$ cat src/inc/vfp_pkg.sv
// shared constants for the regulator supervision block
// assumes a single 125 MHz clock and a byte-addressed classic Wishbone slave
package vfp_pkg;
	localparam int CLK_NS = 8;
	localparam int US_NS = 1000;
	localparam int US_CYC = US_NS / CLK_NS;
	localparam int MV_W = 11;
	localparam int NPH = 4;
	// register byte offsets
	localparam logic [7:0] OFS_TARGET = 8'h00;
	localparam logic [7:0] OFS_PROT = 8'h04;
	localparam logic [7:0] OFS_DELAY = 8'h08;
	localparam logic [7:0] OFS_STATUS = 8'h0C;
	localparam logic [7:0] OFS_REF = 8'h10;
	localparam logic [7:0] OFS_STRAP = 8'h14;
	localparam logic [7:0] OFS_TON = 8'h18;
	localparam logic [7:0] OFS_SLEW = 8'h1C;
	// reset values
	localparam logic [31:0] RST_PROT = 32'h0000_1000;
	localparam logic [31:0] RST_DELAY = 32'h0000_0614;
	localparam logic [31:0] RST_SLEW = 32'h0000_0203;
	// field positions
	localparam int PROT_OV_LSB = 0;
	localparam int PROT_UV_LSB = 2;
	localparam int PROT_PP_LSB = 4;
	localparam int PROT_RATIO_LSB = 8;
	localparam int DLY_OCP_LSB = 0;
	localparam int DLY_PP_LSB = 8;
	localparam int SLEW_LIVE_LSB = 0;
	localparam int SLEW_SS_LSB = 8;
	// filter delays in microseconds
	localparam logic [7:0] OV_DLY_US = 8'h14;
	localparam logic [7:0] UV_DLY_US = 8'h05;
	// thresholds
	localparam logic [9:0] MARGIN_BASE_MV = 10'h190;
	localparam logic [9:0] MARGIN_STEP_MV = 10'h064;
	localparam logic [7:0] PP_BASE_UA = 8'h64;
	localparam logic [7:0] PP_STEP_UA = 8'h14;
	localparam logic [5:0] LIVE_MIN_MVUS = 6'h07;
	localparam logic [9:0] TON_K_X10 = 10'h39E;
	localparam logic [3:0] TON_DIV = 4'hA;
	// strap decode, strap codes are eighth-bit fractions of supply
	localparam logic [7:0] BOOT_TH1 = 8'h0C;
	localparam logic [7:0] BOOT_TH2 = 8'h20;
	localparam logic [7:0] BOOT_TH3 = 8'h34;
	localparam logic [43:0] BOOT_MV_TBL = {11'h6D6, 11'h6A4, 11'h672, 11'h000};
	localparam logic [7:0] ADDR_BASE = 8'h60;
	localparam logic [63:0] MGMT_ADDR_TBL = 64'hBEBC_BAB8_8E8C_8A88;
	localparam logic [7:0] VID_ADDR_MAX = 8'h08;
	typedef enum logic [3:0] {
		ST_OFF = 4'b0001,
		ST_SOFT = 4'b0010,
		ST_RUN = 4'b0100,
		ST_FAULT = 4'b1000
	} vfp_state_t;
endpackage : vfp_pkg

$ cat src/inc/vfp_flt_if.sv
// condition, limit and trip between the core and one persistence filter
// assumes the core drives cond and limit, the filter returns a latched trip
`timescale 1ns/100ps
interface vfp_flt_if;
	logic cond;
	logic [7:0] limit;
	logic trip;
	modport core (output cond, output limit, input trip);
	modport filt (input cond, input limit, output trip);
endinterface : vfp_flt_if

$ cat src/design/vfp_core.sv
// regulator supervision: straps, reference ramp, protection latches
// assumes sensed values arrive digitised and synchronous to clk_i
//
// What this block does
// - decode boot strap into four boot voltages
// - strap ratio picks management address, resistor select picks identification address
// - on-time is ratio times resistor times 92.6ns
// - slew register at 0x1C, soft start slow
// - accept new targets up or down while running
// - live slew 7 to 38 mV/us, 32 codes
// - target from processor bus or host bus
// - alert once summed current reaches alert level
// - total overcurrent above alert level times ratio
// - total overcurrent filter, default 20us, programmable
// - total overcurrent latches off until power-on reset or enable low
// - overvoltage above reference plus programmable margin
// - overvoltage drives all phase outputs low
// - overvoltage filter 20us, cleared only by restart
// - undervoltage armed only after reaching boot voltage
// - undervoltage below reference minus margin, restart clears
// - undervoltage turns off both switches per phase
// - undervoltage filter 5us
// - per-phase overcurrent above programmable threshold
// - per-phase overcurrent floats all phase outputs
// - per-phase filter, default 6us, programmable
// - per-phase overcurrent latches off until power-on reset or enable low
// - enable low turns off, clears faults, rearms
// - phase count strapped on phase pins at reset
//
// The Wishbone interface to the registers and the address map were left to the implementer.
`timescale 1ns/100ps
module vfp_core (
	input wire logic clk_i,
	input wire logic rst_i,
	input wire logic wb_cyc_i,
	input wire logic wb_stb_i,
	input wire logic wb_we_i,
	input wire logic [7:0] wb_adr_i,
	input wire logic [3:0] wb_sel_i,
	input wire logic [31:0] wb_dat_i,
	output logic [31:0] wb_dat_o,
	output logic wb_ack_o,
	input wire logic por_i,
	input wire logic enable_i,
	input wire logic [7:0] boot_strap_i,
	input wire logic [7:0] addr_strap_i,
	input wire logic [2:0] addr_res_sel_i,
	input wire logic [vfp_pkg::MV_W-1:0] vout_mv_i,
	input wire logic [15:0] vin_mv_i,
	input wire logic [7:0] on_time_resistor_i,
	input wire logic cpu_vid_valid_i,
	input wire logic [vfp_pkg::MV_W-1:0] cpu_vid_mv_i,
	input wire logic [9:0] summed_phase_current_i,
	input wire logic [9:0] current_limit_alert_level_i,
	input wire logic [vfp_pkg::MV_W-1:0] feedback_sense_i,
	input wire logic [vfp_pkg::MV_W-1:0] droop_reference_node_i,
	input wire logic [4*8-1:0] phase_sense_current_i,
	input wire logic [3:0] pwm_i,
	input wire logic [3:0] pwm_in_i,
	output logic [3:0] pwm_o,
	output logic [3:0] pwm_oe_n_o,
	output logic alert_o,
	output logic [7:0] mgmt_bus_address_code_o,
	output logic [7:0] vid_bus_addr_o,
	output logic [vfp_pkg::MV_W-1:0] boot_mv_o,
	output logic [2:0] active_phases_o,
	output logic [vfp_pkg::MV_W-1:0] ref_mv_o,
	output logic [15:0] on_time_ns_o
);
	import vfp_pkg::*;

	vfp_state_t state_q;
	logic ack_q, wb_req, wr_en;
	logic [31:0] rdat_q, rd_mux;
	logic [31:0] prot_q, dly_q, slew_q;
	logic [MV_W-1:0] cmd_mv_q, ref_q, ref_d, goal;
	logic [5:0] rate;
	logic [6:0] tick_cnt_q;
	logic tick_q;
	logic [2:0] phases_q;
	logic [3:0] active;
	logic [1:0] boot_idx_q;
	logic [2:0] addr_idx;
	logic running, uv_armed, any_trip, flt_clr, pp_over;
	logic [9:0] ov_margin, uv_margin;
	logic [7:0] pp_thr;

	vfp_flt_if ocp_if ();
	vfp_flt_if pp_if ();
	vfp_flt_if ov_if ();
	vfp_flt_if uv_if ();

	function automatic logic [31:0] be_merge(input logic [31:0] old, input logic [31:0] nw,
			input logic [3:0] sel);
		logic [31:0] r;
		r = old;
		for (int i = 0; i < 4; i++) begin
			if (sel[i]) begin
				r[i*8 +: 8] = nw[i*8 +: 8];
			end
		end
		return r;
	endfunction : be_merge

	// wishbone slave: ack one cycle after the request, write lands on the ack edge
	assign wb_req = wb_cyc_i && wb_stb_i;
	assign wr_en = wb_req && wb_we_i && ack_q;
	assign wb_ack_o = ack_q;
	assign wb_dat_o = rdat_q;

	always_ff @(posedge clk_i) begin
		if (rst_i) begin
			ack_q <= 1'b0;
		end else begin
			ack_q <= wb_req && !ack_q;
		end
	end

	always_comb begin
		case ({wb_adr_i[7:2], 2'b00})
			OFS_TARGET: rd_mux = 32'(cmd_mv_q);
			OFS_PROT: rd_mux = prot_q;
			OFS_DELAY: rd_mux = dly_q;
			OFS_STATUS: rd_mux = {19'h0, uv_armed, alert_o, phases_q, state_q,
				uv_if.trip, ov_if.trip, pp_if.trip, ocp_if.trip};
			OFS_REF: rd_mux = 32'(ref_q);
			OFS_STRAP: rd_mux = {6'h0, boot_idx_q, vid_bus_addr_o, mgmt_bus_address_code_o, 8'h00};
			OFS_TON: rd_mux = {16'h0, on_time_ns_o};
			OFS_SLEW: rd_mux = slew_q;
			default: rd_mux = 32'h0000_0000;
		endcase
	end

	always_ff @(posedge clk_i) begin
		if (rst_i) begin
			rdat_q <= 32'h0000_0000;
		end else if (wb_req && !ack_q) begin
			rdat_q <= rd_mux;
		end
	end

	always_ff @(posedge clk_i) begin
		if (rst_i) begin
			prot_q <= RST_PROT;
			dly_q <= RST_DELAY;
			slew_q <= RST_SLEW;
		end else if (wr_en) begin
			if (wb_adr_i[7:2] == OFS_PROT[7:2]) begin
				prot_q <= be_merge(prot_q, wb_dat_i, wb_sel_i);
			end
			if (wb_adr_i[7:2] == OFS_DELAY[7:2]) begin
				dly_q <= be_merge(dly_q, wb_dat_i, wb_sel_i);
			end
			if (wb_adr_i[7:2] == OFS_SLEW[7:2]) begin
				slew_q <= be_merge(slew_q, wb_dat_i, wb_sel_i) & 32'h0000_1F1F;
			end
		end
	end

	// one-microsecond tick for ramps and fault filters
	always_ff @(posedge clk_i) begin
		if (rst_i || tick_cnt_q == 7'(US_CYC - 1)) begin
			tick_cnt_q <= 7'h00;
		end else begin
			tick_cnt_q <= tick_cnt_q + 7'h01;
		end
	end

	always_ff @(posedge clk_i) begin
		if (rst_i) begin
			tick_q <= 1'b0;
		end else begin
			tick_q <= (tick_cnt_q == 7'(US_CYC - 1));
		end
	end

	// straps; phase pins are floated while reset holds so pull-ups show
	always_ff @(posedge clk_i) begin
		if (rst_i || por_i) begin
			if (!pwm_in_i[3]) begin
				phases_q <= 3'h4;
			end else if (!pwm_in_i[2]) begin
				phases_q <= 3'h3;
			end else if (!pwm_in_i[1]) begin
				phases_q <= 3'h2;
			end else begin
				phases_q <= 3'h1;
			end
		end
	end

	assign active = 4'((5'h01 << phases_q) - 5'h01);
	assign active_phases_o = phases_q;

	always_ff @(posedge clk_i) begin
		if (boot_strap_i < BOOT_TH1) begin
			boot_idx_q <= 2'h0;
		end else if (boot_strap_i < BOOT_TH2) begin
			boot_idx_q <= 2'h1;
		end else if (boot_strap_i < BOOT_TH3) begin
			boot_idx_q <= 2'h2;
		end else begin
			boot_idx_q <= 2'h3;
		end
	end

	assign boot_mv_o = BOOT_MV_TBL[boot_idx_q*MV_W +: MV_W];

	always_comb begin
		if (addr_strap_i < ADDR_BASE) begin
			addr_idx = 3'h0;
		end else if (addr_strap_i - ADDR_BASE >= 8'h80) begin
			// straps above the top step clamp to the top address
			addr_idx = 3'h7;
		end else begin
			addr_idx = 3'((addr_strap_i - ADDR_BASE) >> 4);
		end
	end

	always_ff @(posedge clk_i) begin
		mgmt_bus_address_code_o <= MGMT_ADDR_TBL[addr_idx*8 +: 8];
		if (addr_res_sel_i > 3'h4) begin
			vid_bus_addr_o <= VID_ADDR_MAX;
		end else begin
			vid_bus_addr_o <= {4'h0, addr_res_sel_i, 1'b0};
		end
	end

	// on-time = vout * r * 92.6 / vin, in ns; a zero vin saturates
	always_ff @(posedge clk_i) begin
		if (rst_i) begin
			on_time_ns_o <= 16'h0000;
		end else if (vin_mv_i == 16'h0000) begin
			on_time_ns_o <= 16'hFFFF;
		end else begin
			on_time_ns_o <= 16'((29'(vout_mv_i) * 29'(on_time_resistor_i) * 29'(TON_K_X10))
				/ (29'(vin_mv_i) * 29'(TON_DIV)));
		end
	end

	// regulation state
	always_ff @(posedge clk_i) begin
		if (rst_i || por_i || !enable_i) begin
			state_q <= ST_OFF;
		end else begin
			case (state_q)
				ST_OFF: state_q <= ST_SOFT;
				ST_SOFT: begin
					if (any_trip) begin
						state_q <= ST_FAULT;
					end else if (ref_q == boot_mv_o) begin
						state_q <= ST_RUN;
					end
				end
				ST_RUN: begin
					if (any_trip) begin
						state_q <= ST_FAULT;
					end
				end
				ST_FAULT: state_q <= ST_FAULT;
				default: state_q <= ST_OFF;
			endcase
		end
	end

	assign running = (state_q == ST_SOFT) || (state_q == ST_RUN);
	assign uv_armed = (state_q == ST_RUN);
	assign any_trip = ocp_if.trip || pp_if.trip || ov_if.trip || uv_if.trip;
	assign flt_clr = por_i || !enable_i;

	// either bus may command; the processor wins a same-cycle clash
	always_ff @(posedge clk_i) begin
		if (rst_i || state_q == ST_OFF) begin
			cmd_mv_q <= boot_mv_o;
		end else if (cpu_vid_valid_i) begin
			cmd_mv_q <= cpu_vid_mv_i;
		end else if (wr_en && wb_adr_i[7:2] == OFS_TARGET[7:2]) begin
			cmd_mv_q <= MV_W'(be_merge(32'(cmd_mv_q), wb_dat_i, wb_sel_i));
		end
	end

	// reference ramp, one rate step per microsecond
	always_comb begin
		if (state_q == ST_SOFT) begin
			rate = slew_q[SLEW_SS_LSB +: 6];
			goal = boot_mv_o;
		end else begin
			rate = LIVE_MIN_MVUS + {1'b0, slew_q[SLEW_LIVE_LSB +: 5]};
			goal = cmd_mv_q;
		end
		if (ref_q < goal) begin
			ref_d = (goal - ref_q > MV_W'(rate)) ? ref_q + MV_W'(rate) : goal;
		end else begin
			ref_d = (ref_q - goal > MV_W'(rate)) ? ref_q - MV_W'(rate) : goal;
		end
	end

	always_ff @(posedge clk_i) begin
		if (rst_i || state_q == ST_OFF) begin
			ref_q <= '0;
		end else if (running && tick_q) begin
			ref_q <= ref_d;
		end
	end

	assign ref_mv_o = ref_q;

	always_ff @(posedge clk_i) begin
		if (rst_i) begin
			alert_o <= 1'b0;
		end else begin
			alert_o <= summed_phase_current_i >= current_limit_alert_level_i;
		end
	end

	// fault conditions; ratio is 4.4 fixed point
	assign ov_margin = MARGIN_BASE_MV + MARGIN_STEP_MV * 10'(prot_q[PROT_OV_LSB +: 2]);
	assign uv_margin = MARGIN_BASE_MV + MARGIN_STEP_MV * 10'(prot_q[PROT_UV_LSB +: 2]);
	assign pp_thr = PP_BASE_UA + PP_STEP_UA * 8'(prot_q[PROT_PP_LSB +: 2]);

	always_comb begin
		pp_over = 1'b0;
		for (int i = 0; i < NPH; i++) begin
			if (active[i] && phase_sense_current_i[i*8 +: 8] > pp_thr) begin
				pp_over = 1'b1;
			end
		end
	end

	assign ocp_if.cond = running && ({4'h0, summed_phase_current_i, 4'h0}
		> 18'(current_limit_alert_level_i) * 18'(prot_q[PROT_RATIO_LSB +: 8]));
	assign ocp_if.limit = dly_q[DLY_OCP_LSB +: 8];
	assign pp_if.cond = running && pp_over;
	assign pp_if.limit = dly_q[DLY_PP_LSB +: 8];
	assign ov_if.cond = running && ({1'b0, feedback_sense_i}
		> {1'b0, droop_reference_node_i} + 12'(ov_margin));
	assign ov_if.limit = OV_DLY_US;
	assign uv_if.cond = uv_armed && ({1'b0, feedback_sense_i} + 12'(uv_margin)
		< {1'b0, droop_reference_node_i});
	assign uv_if.limit = UV_DLY_US;

	// latches clear only on power-on reset or enable low
	vfp_persist u_ocp (.clk_i(clk_i), .rst_i(rst_i), .tick_i(tick_q), .clr_i(flt_clr),
		.fl(ocp_if));
	vfp_persist u_pp (.clk_i(clk_i), .rst_i(rst_i), .tick_i(tick_q), .clr_i(flt_clr),
		.fl(pp_if));
	vfp_persist u_ov (.clk_i(clk_i), .rst_i(rst_i), .tick_i(tick_q), .clr_i(flt_clr),
		.fl(ov_if));
	vfp_persist u_uv (.clk_i(clk_i), .rst_i(rst_i), .tick_i(tick_q), .clr_i(flt_clr),
		.fl(uv_if));

	// overvoltage pulls every phase low to crowbar; other faults float the drivers
	always_ff @(posedge clk_i) begin
		if (rst_i || por_i) begin
			pwm_o <= 4'h0;
			pwm_oe_n_o <= 4'hF;
		end else if (ov_if.trip) begin
			pwm_o <= 4'h0;
			pwm_oe_n_o <= 4'h0;
		end else if (any_trip || !running) begin
			pwm_o <= 4'h0;
			pwm_oe_n_o <= 4'hF;
		end else begin
			pwm_o <= pwm_i & active;
			pwm_oe_n_o <= ~active;
		end
	end

	property p_alert;
		@(posedge clk_i) disable iff (rst_i)
		summed_phase_current_i >= current_limit_alert_level_i |=> alert_o;
	endproperty
	a_alert: assert property (p_alert) else $error("alert missing");

	property p_ov_low;
		@(posedge clk_i) disable iff (rst_i || por_i)
		ov_if.trip |=> pwm_o == 4'h0 && pwm_oe_n_o == 4'h0;
	endproperty
	a_ov_low: assert property (p_ov_low) else $error("outputs not low on overvoltage");

	property p_float;
		@(posedge clk_i) disable iff (rst_i || por_i)
		(pp_if.trip || uv_if.trip) && !ov_if.trip |=> pwm_oe_n_o == 4'hF;
	endproperty
	a_float: assert property (p_float) else $error("outputs not floated");

	property p_ocp_hold;
		@(posedge clk_i) disable iff (rst_i)
		ocp_if.trip && enable_i && !por_i |=> ocp_if.trip && state_q != ST_RUN;
	endproperty
	a_ocp_hold: assert property (p_ocp_hold) else $error("overcurrent latch lost");

	property p_uv_arm;
		@(posedge clk_i) disable iff (rst_i)
		$rose(uv_if.trip) |-> $past(uv_armed, 2);
	endproperty
	a_uv_arm: assert property (p_uv_arm) else $error("undervoltage before arming");

	property p_disable;
		@(posedge clk_i) disable iff (rst_i)
		!enable_i |=> state_q == ST_OFF && !any_trip ##1 ref_q == '0;
	endproperty
	a_disable: assert property (p_disable) else $error("enable low did not clear");

	property p_ss_slow;
		@(posedge clk_i) disable iff (rst_i)
		state_q == ST_SOFT && tick_q |=>
			ref_q - $past(ref_q) <= MV_W'(slew_q[SLEW_SS_LSB +: 6]);
	endproperty
	a_ss_slow: assert property (p_ss_slow) else $error("soft start too fast");

	property p_phases;
		@(posedge clk_i) disable iff (rst_i)
		phases_q >= 3'h1 && phases_q <= 3'h4 && pwm_oe_n_o[0] <= pwm_oe_n_o[3];
	endproperty
	a_phases: assert property (p_phases) else $error("bad phase count");

	property p_addr;
		@(posedge clk_i) disable iff (rst_i)
		addr_strap_i >= 8'hD8 |=> mgmt_bus_address_code_o == 8'hBE;
	endproperty
	a_addr: assert property (p_addr) else $error("address strap decode wrong");
endmodule : vfp_core

$ cat src/design/vfp_persist.sv
// persistence filter: trips once cond has held for more than limit microsecond ticks, or at once for a zero limit
// assumes tick_i is a one-cycle pulse once per microsecond
`timescale 1ns/100ps
module vfp_persist (
	input wire logic clk_i,
	input wire logic rst_i,
	input wire logic tick_i,
	input wire logic clr_i,
	vfp_flt_if.filt fl
);
	import vfp_pkg::*;
	logic [8:0] cnt_q;

	// resolution is one tick, so the filter may hold up to 1 us beyond its limit
	always_ff @(posedge clk_i) begin
		if (rst_i || clr_i || !fl.cond) begin
			cnt_q <= 9'h000;
		end else if (tick_i && cnt_q != 9'h1FF) begin
			cnt_q <= cnt_q + 9'h001;
		end
	end

	always_ff @(posedge clk_i) begin
		if (rst_i || clr_i) begin
			fl.trip <= 1'b0;
		// strictly above: the first tick lands anywhere in the first microsecond
		end else if (fl.cond && (cnt_q > {1'b0, fl.limit} || fl.limit == 8'h00)) begin
			fl.trip <= 1'b1;
		end
	end

	property p_trip_cause;
		@(posedge clk_i) disable iff (rst_i)
		$rose(fl.trip) |-> $past(fl.cond)
			&& ($past(cnt_q) > {1'b0, $past(fl.limit)} || $past(fl.limit) == 8'h00);
	endproperty
	a_trip_cause: assert property (p_trip_cause) else $error("trip without held cond");

	property p_trip_holds;
		@(posedge clk_i) disable iff (rst_i)
		fl.trip && !clr_i |=> fl.trip;
	endproperty
	a_trip_holds: assert property (p_trip_holds) else $error("trip dropped without clear");
endmodule : vfp_persist

$ cat config.mk
export PLATFORM = sky130hd
export DESIGN_NAME = vfp_core
export DESIGN_NICKNAME = d
export VERILOG_FILES = /design/src/inc/vfp_pkg.sv /design/src/inc/vfp_flt_if.sv /design/src/design/vfp_core.sv /design/src/design/vfp_persist.sv
export SDC_FILE = /design/constraint.sdc
export NUM_CORES = 2
export LEC_CHECK = 0
export BUFFER_PORTS_ARGS = -buffer_cell sky130_fd_sc_hd__buf_2
export CORE_UTILIZATION = 35
export DETAILED_ROUTE_END_ITERATION = 10
export GPL_TIMING_DRIVEN = 1
export SYNTH_ARGS = -nofsm -noshare
export SYNTH_HDL_FRONTEND = slang
export SYNTH_SLANG_ARGS = --single-unit
export TNS_END_PERCENT = 100
$ cat constraint.sdc
create_clock -name clk_i -period 173 [get_ports clk_i]
set_clock_uncertainty 0.2 [all_clocks]
set_input_delay 25.95 -clock clk_i [delete_from_list [all_inputs] [get_ports clk_i]]
set_output_delay 25.95 -clock clk_i [all_outputs]
set_load 0.01 [all_outputs]
## Yosys cells after proc, flatten, opt, wreduce, memory -nomap -nowiden

Index checks and enable logic that the tools add are counted.
Widths: inputs -> output; s select.

| cells by class | value |
|---|---|
| $mul | 8 |
| bitwise gates (word level) | 2 |
| reduce and logical (&&, ||, !) cells | 68 |
| mux-type cells | 28 |
| div/mod/pow operators | 1 |
| shift operators | 3 |
| eq/ne operators | 19 |
| magnitude comparators | 21 |
| add/subtract/negate cells | 17 |

Operators by type and width:

| cell | number |
|---|---|
| $pmux 32 s8 | 1 |
| $mux 11 | 7 |
| $shiftx 64x7->8 const A | 1 |
| $shiftx 44x7->11 const A | 1 |
| $add 9x1->9 const B | 4 |
| $ne 9x9->1 const B | 4 |
| $gt 8x8->1 | 4 |
| $reduce_and 3->1 | 10 |
| $div 29x20->29 | 1 |
| $mul 19x9->28 const B | 1 |
| $add 11x10->12 | 2 |
| $eq 6x3->1 const B | 4 |
| $gt 11x6->1 | 2 |
| $logic_and 1x1->1 | 22 |
| $sub 11x11->11 | 2 |
| $add 9x9->10 const A | 2 |
| $mux 4 | 5 |
| $mul 11x8->19 | 1 |
| $mul 16x3->19 const B | 1 |
| $gt 14x18->1 | 1 |
| $gt 9x8->1 | 2 |
| $mul 10x8->18 | 1 |
| $logic_or 1x1->1 | 17 |
| $logic_not 16->1 | 1 |
| 48 further kinds | 70 |

| storage, ports and cells | value |
|---|---|
| register bits | 227 |

## Depth between registers and ports, before layout

| depth | value |
|---|---|
| depth in word-level cells | 11 |
| depth in mapped cells | 405 |

## Hierarchy

A second synthesis with hierarchy kept.

| second synthesis, totals | value |
|---|---|
| cell total of the unflattened synthesis | 5530 |
| area total of the unflattened synthesis | 42617.1 um^2 |

By module, submodules not included:

| module | area an instance (um^2) | seq. area each (um^2) | times used | cells each |
|---|---|---|---|---|
| vfp_core | 40004.6 | 3683.5 | 1 | 5214 |
| vfp_persist | 653.1 | 200.2 | 4 | 79 |

## Least setup slack after synthesis

OpenSTA, ideal clock, no wires.

| path | value |
|---|---|
| kind | in2reg |
| from | input on_time_resistor_i[4] |
| to | register on_time_ns_o[0] |
| stages | 373 |
| setup time | 135 ps |
| data arrival time | 101444 ps |
| slack | 71220 ps |
| cell sequence | clkbuf_1 and2_1 fa_1 fa_1 inv_1 fa_1 fa_1 inv_1 ha_1 a21oi_1 o21bai_1 a21oi_1 o21bai_1 a21oi_1 o21bai_1 a21oi_1 o21bai_1 a21oi_1 (+337 left out) nand2b_1 a21oi_1 nor2b_1 o21ai_0 nand2b_1 a21oi_1 nor2b_1 o21ai_0 nand2b_1 a21oi_1 o21ai_0 a21oi_1 nor2b_1 o21ai_0 and4b_1 o2111a_1 and4_1 a221oi_1 |

| between the ends | value |
|---|---|
| longest elaborated chain between the ends | 4 |

Ends and longest elaborated chain:

| what | RTL line | source |
|---|---|---|
| from (decl) | vfp_core.sv:50 | `input wire logic [7:0] on_time_resistor_i,` |
| $mul 11x8->19 | vfp_core.sv:236 | `on_time_ns_o <= 16'((29'(vout_mv_i) * 29'(on_time_resistor_i) * 29'(TON_K_X10))` |
| $mul 19x9->28 | vfp_core.sv:236 |  |
| $div 29x20->29 | vfp_core.sv:237 | `/ (29'(vin_mv_i) * 29'(TON_DIV)));` |
| $mux 16 | vfp_core.sv:233 | `end else if (vin_mv_i == 16'h0000) begin` |
| to (signal assigned) | vfp_core.sv:236 |  |
| to (decl) | vfp_core.sv:68 | `output logic [15:0] on_time_ns_o` |

Every way passes these cells.
A chain may end at the register's enable or synchronous reset.

## Worst setup path in the final report

Ends and elaborated chain as after synthesis.

==> metrics.md <==
| Metric | Value |
|---|---|
| Worst skew pair latency | about 0.55 ns |
| GRT overflow | 0 |
| CTS Buf Count | 23 |
| CP startpoint kind | input pin |
| Pin count of the biggest net entering global routing | 80 |
| Yosys warns | 0 |
| Max stage delay cell, worst path | and3_1 |
| Clock Sinks | ~220 |
| Crit Path Class | in2reg |
| Number of global-route vias before repair | 38018 |
| Share of the synthesized area in the top cell type | 0.207 |
| DP HPWL | slightly above 100000 um |
| Initial antenna violation count | 3 |
| Most common cell in the netlist | ha_1 |
| Cells after DPL | between 7000 and 8000 |
| Max_cap viols | 0 |
| Full die area | roughly 0.12 mm2 |
| Starting density of the core | 0.355 |
| Cells after Synth | around 5500 |
| Hold_buf cts | 0 |
| Max H-tree Level | 1 |
| Fmax | 8.86 MHz |
| Synth area leader | ha_1 |
| Final Max Tran Viols | 0 |
| RD Place Congestion | 0.924 |
| Final setup TNS | 0 ns |
| Routed WL | 122000 um |
| Port Buffers | approximately 280 |
| Root Buffer | clkbuf_16 |
| Worst Path Arrival | about 110 ns |
| Resized cells post-CTS | 0 |
| Post-synthesis sequential area ratio | 0.105 |
| Die W | between 300 and 400 um |
| Top post-synthesis cells by count | ha_1 (708), nor2_1 (484), inv_1 (481) |
| Status | finished clean |
| Mean area per synthesized cell | between 7 and 8 um2 |
| First-pass GRT wire length | about 200000 um |
| Worst-margin pin slew | roughly 1.1 ns |
| CTS tree | yes |
| HP Class | reg2reg |
| Total number of placement rows | 127 |
| Post-Layout Cell Count | approximately 7300 |
| Crit path max fanout | 33 |
| Final ANT Viol Nets | 0 |
| Boundary Pins | around 300 |
| Layout cells sized above 1 | 0.0963 |
| Net count, final | approximately 6800 |
| DR vias/cell | between 5 and 6 |
| Setup slack, reg-to-reg | ~170 ns |
| Worst path max stage delay | ~0.73 ns |
| Clock buffer depth | 3 |
| Crit. End Element | flip-flop |
| Post-synth EDFFs | 14 |
| Die Y | 352 um |
| Most frequent CP cell | o21a_1 |
| Total number of vias | ~40000 |
| Mapped cell area | approximately 0.043 mm2 |
| Min Tclk post-route | about 110 ns |
| GRT Total Usage | 0.190 |
| Final worst-path cycle share | 0.653 |
| DR WL/cell | between 15 and 20 um |
| DRT Pass-1 Iters | 6 |
| Crit path required time | 173.19 ns |
| Main synth FF type | dfxtp_1 |
| Final Hold Vio Count | 0 |
| # DRC | 0 |
| Headroom to the max-slew limit | 0.287 |
| Synth top area cells | ha_1 (21%), dfxtp_1 (9.5%), fa_1 (7.5%) |
| Synthesis-to-finish area growth | 8.85% |
| Core ar. | around 0.12 mm2 |
| Ys async rst share | 0 |
| Post-CTS Setup Bufs | 0 |
| Reg clk slew, reported paths | around 0.06 ns |
| Iteration-0 DRC Markers | roughly 2600 |
| Final setup violation count | 0 |
| Flops & latches, synth | 217 |
| RSZ-0062 raised after global routing | no |
| Finished Core Util | 0.386 |
| Post-synthesis cell type count | between 100 and 150 |
-- registers in the layout (all words and copies together), names as in the netlist, 2 cells and up --
signal and cells:
ref_mv_o 11, mgmt_bus_address_code_o 3, pwm_o 4, u_ov.cnt_q 9, on_time_ns_o 16, pwm_oe_n_o 4
cmd_mv_q 11, dly_q 32, boot_idx_q 2, state_q 4, active_phases_o 3, tick_cnt_q 7
vid_bus_addr_o 3, prot_q 32, wb_dat_o 32, u_ocp.cnt_q 9, slew_q 10, u_pp.cnt_q 9
u_uv.cnt_q 9
-- final timing paths --
| kind | from | end | cells after the start |
|---|---|---|---|
| worst max-delay path | on_time_resistor_i[4] | on_time_ns_o[0] | 350 |
| worst min-delay path | tick_cnt_q[0] | tick_cnt_q[0] | 1 |
| worst max register to register | prot_q[12] | u_ocp.fl.trip | 26 |
| worst min register to register | tick_cnt_q[0] | tick_cnt_q[0] | 1 |
-- per-layer routing --
layer | up-vias | global-route usage | share of wire
met3 | 114 | 0.0117 | 0.042
met1 | 18677 | 0.251 | 0.47
met4 | 2 | 0.0413 | 0.020
met5 | - | 0 | 0.000066
li1 | 20150 | - | -
met2 | 900 | 0.337 | 0.47
-- layout make-up --
cell class,count,area (um2)
multi-input cells,4661,35700
inverters,482,1810
clock buffers,27,621
fillers,12527,74000
well taps,1612,2020
diodes,2,5.00
flip-flops and latches,217,4480
repair buffers,321,1720
clock inverters,15,205
-- stage by stage --
stage          worst slack, ns  hold slack, ns  cell area, um2
6_report                 60.08           0.263           46600
5_1_grt                  53.49           0.290           46600
4_1_cts                  61.29           0.269           46600
3_5_place_dp             61.17           0.254           45700
3_3_place_gp             61.83           0.244           45700
2_1_floorplan            71.22           0.226           42800
-- logic make-up after synthesis --
| kind of cell | after synthesis | share of synthesized area |
|---|---|---|
| and+or+nand+nor | 1739 | 0.197 |
| AOI/OAI and AO/OA | 1481 | 0.228 |
| adders and majority gates | 871 | 0.283 |
| buffers and inverters | 681 | 0.0626 |
| xor gates and xnor gates | 331 | 0.0679 |
| muxes | 227 | 0.0572 |
| DFF | 217 | 0.105 |
| other | 2 | 0.000175 |
-- critical path: cells and delay by family --
kind / cells / cell delay [ns]
AO/OA/AOI/OAI: 198 / 46.75
XOR/XNOR: 3 / 0.73
adder cells (fa/ha/maj): 38 / 12.77
buffers and inverters: 13 / 2.67
multiplexers: 12 / 4.28
AND/OR/NAND/NOR: 86 / 19.61
-- cells in the final DEF, fill, tap and decap left out, drive strengths merged, types with 14 or more instances in the layout --
cell / netlist / layout
o31ai: 75 / 75
nand2b: 69 / 69
a221oi: 16 / 16
and2: 153 / 153
xor2: 141 / 141
o22ai: 19 / 19
nand2: 439 / 439
nand3: 117 / 117
nand4: 54 / 54
mux2: 128 / 128
o31a: 14 / 14
mux2i: 99 / 99
buf: 59 / 321
fa: 160 / 160
nor2b: 62 / 62
a21boi: 27 / 27
o211ai: 38 / 38
nor4: 27 / 27
o21a: 139 / 139
nor2: 484 / 484
or2: 25 / 25
a22oi: 35 / 35
a31oi: 44 / 44
clkbuf: 140 / 27
a211o: 22 / 22
nand3b: 20 / 20
nor3: 142 / 142
a211oi: 40 / 40
xnor2: 190 / 190
dfxtp: 203 / 203
a21o: 140 / 140
edfxtp: 14 / 14
or3: 39 / 39
o21ai: 242 / 242
o21bai: 53 / 53
ha: 708 / 708
inv: 482 / 485
and3: 51 / 51
and4: 15 / 15
a21oi: 431 / 431
Power is left out: the tool's default activity adds up to more than one toggle a clock period on the data nets, which glitch-free logic cannot reach.
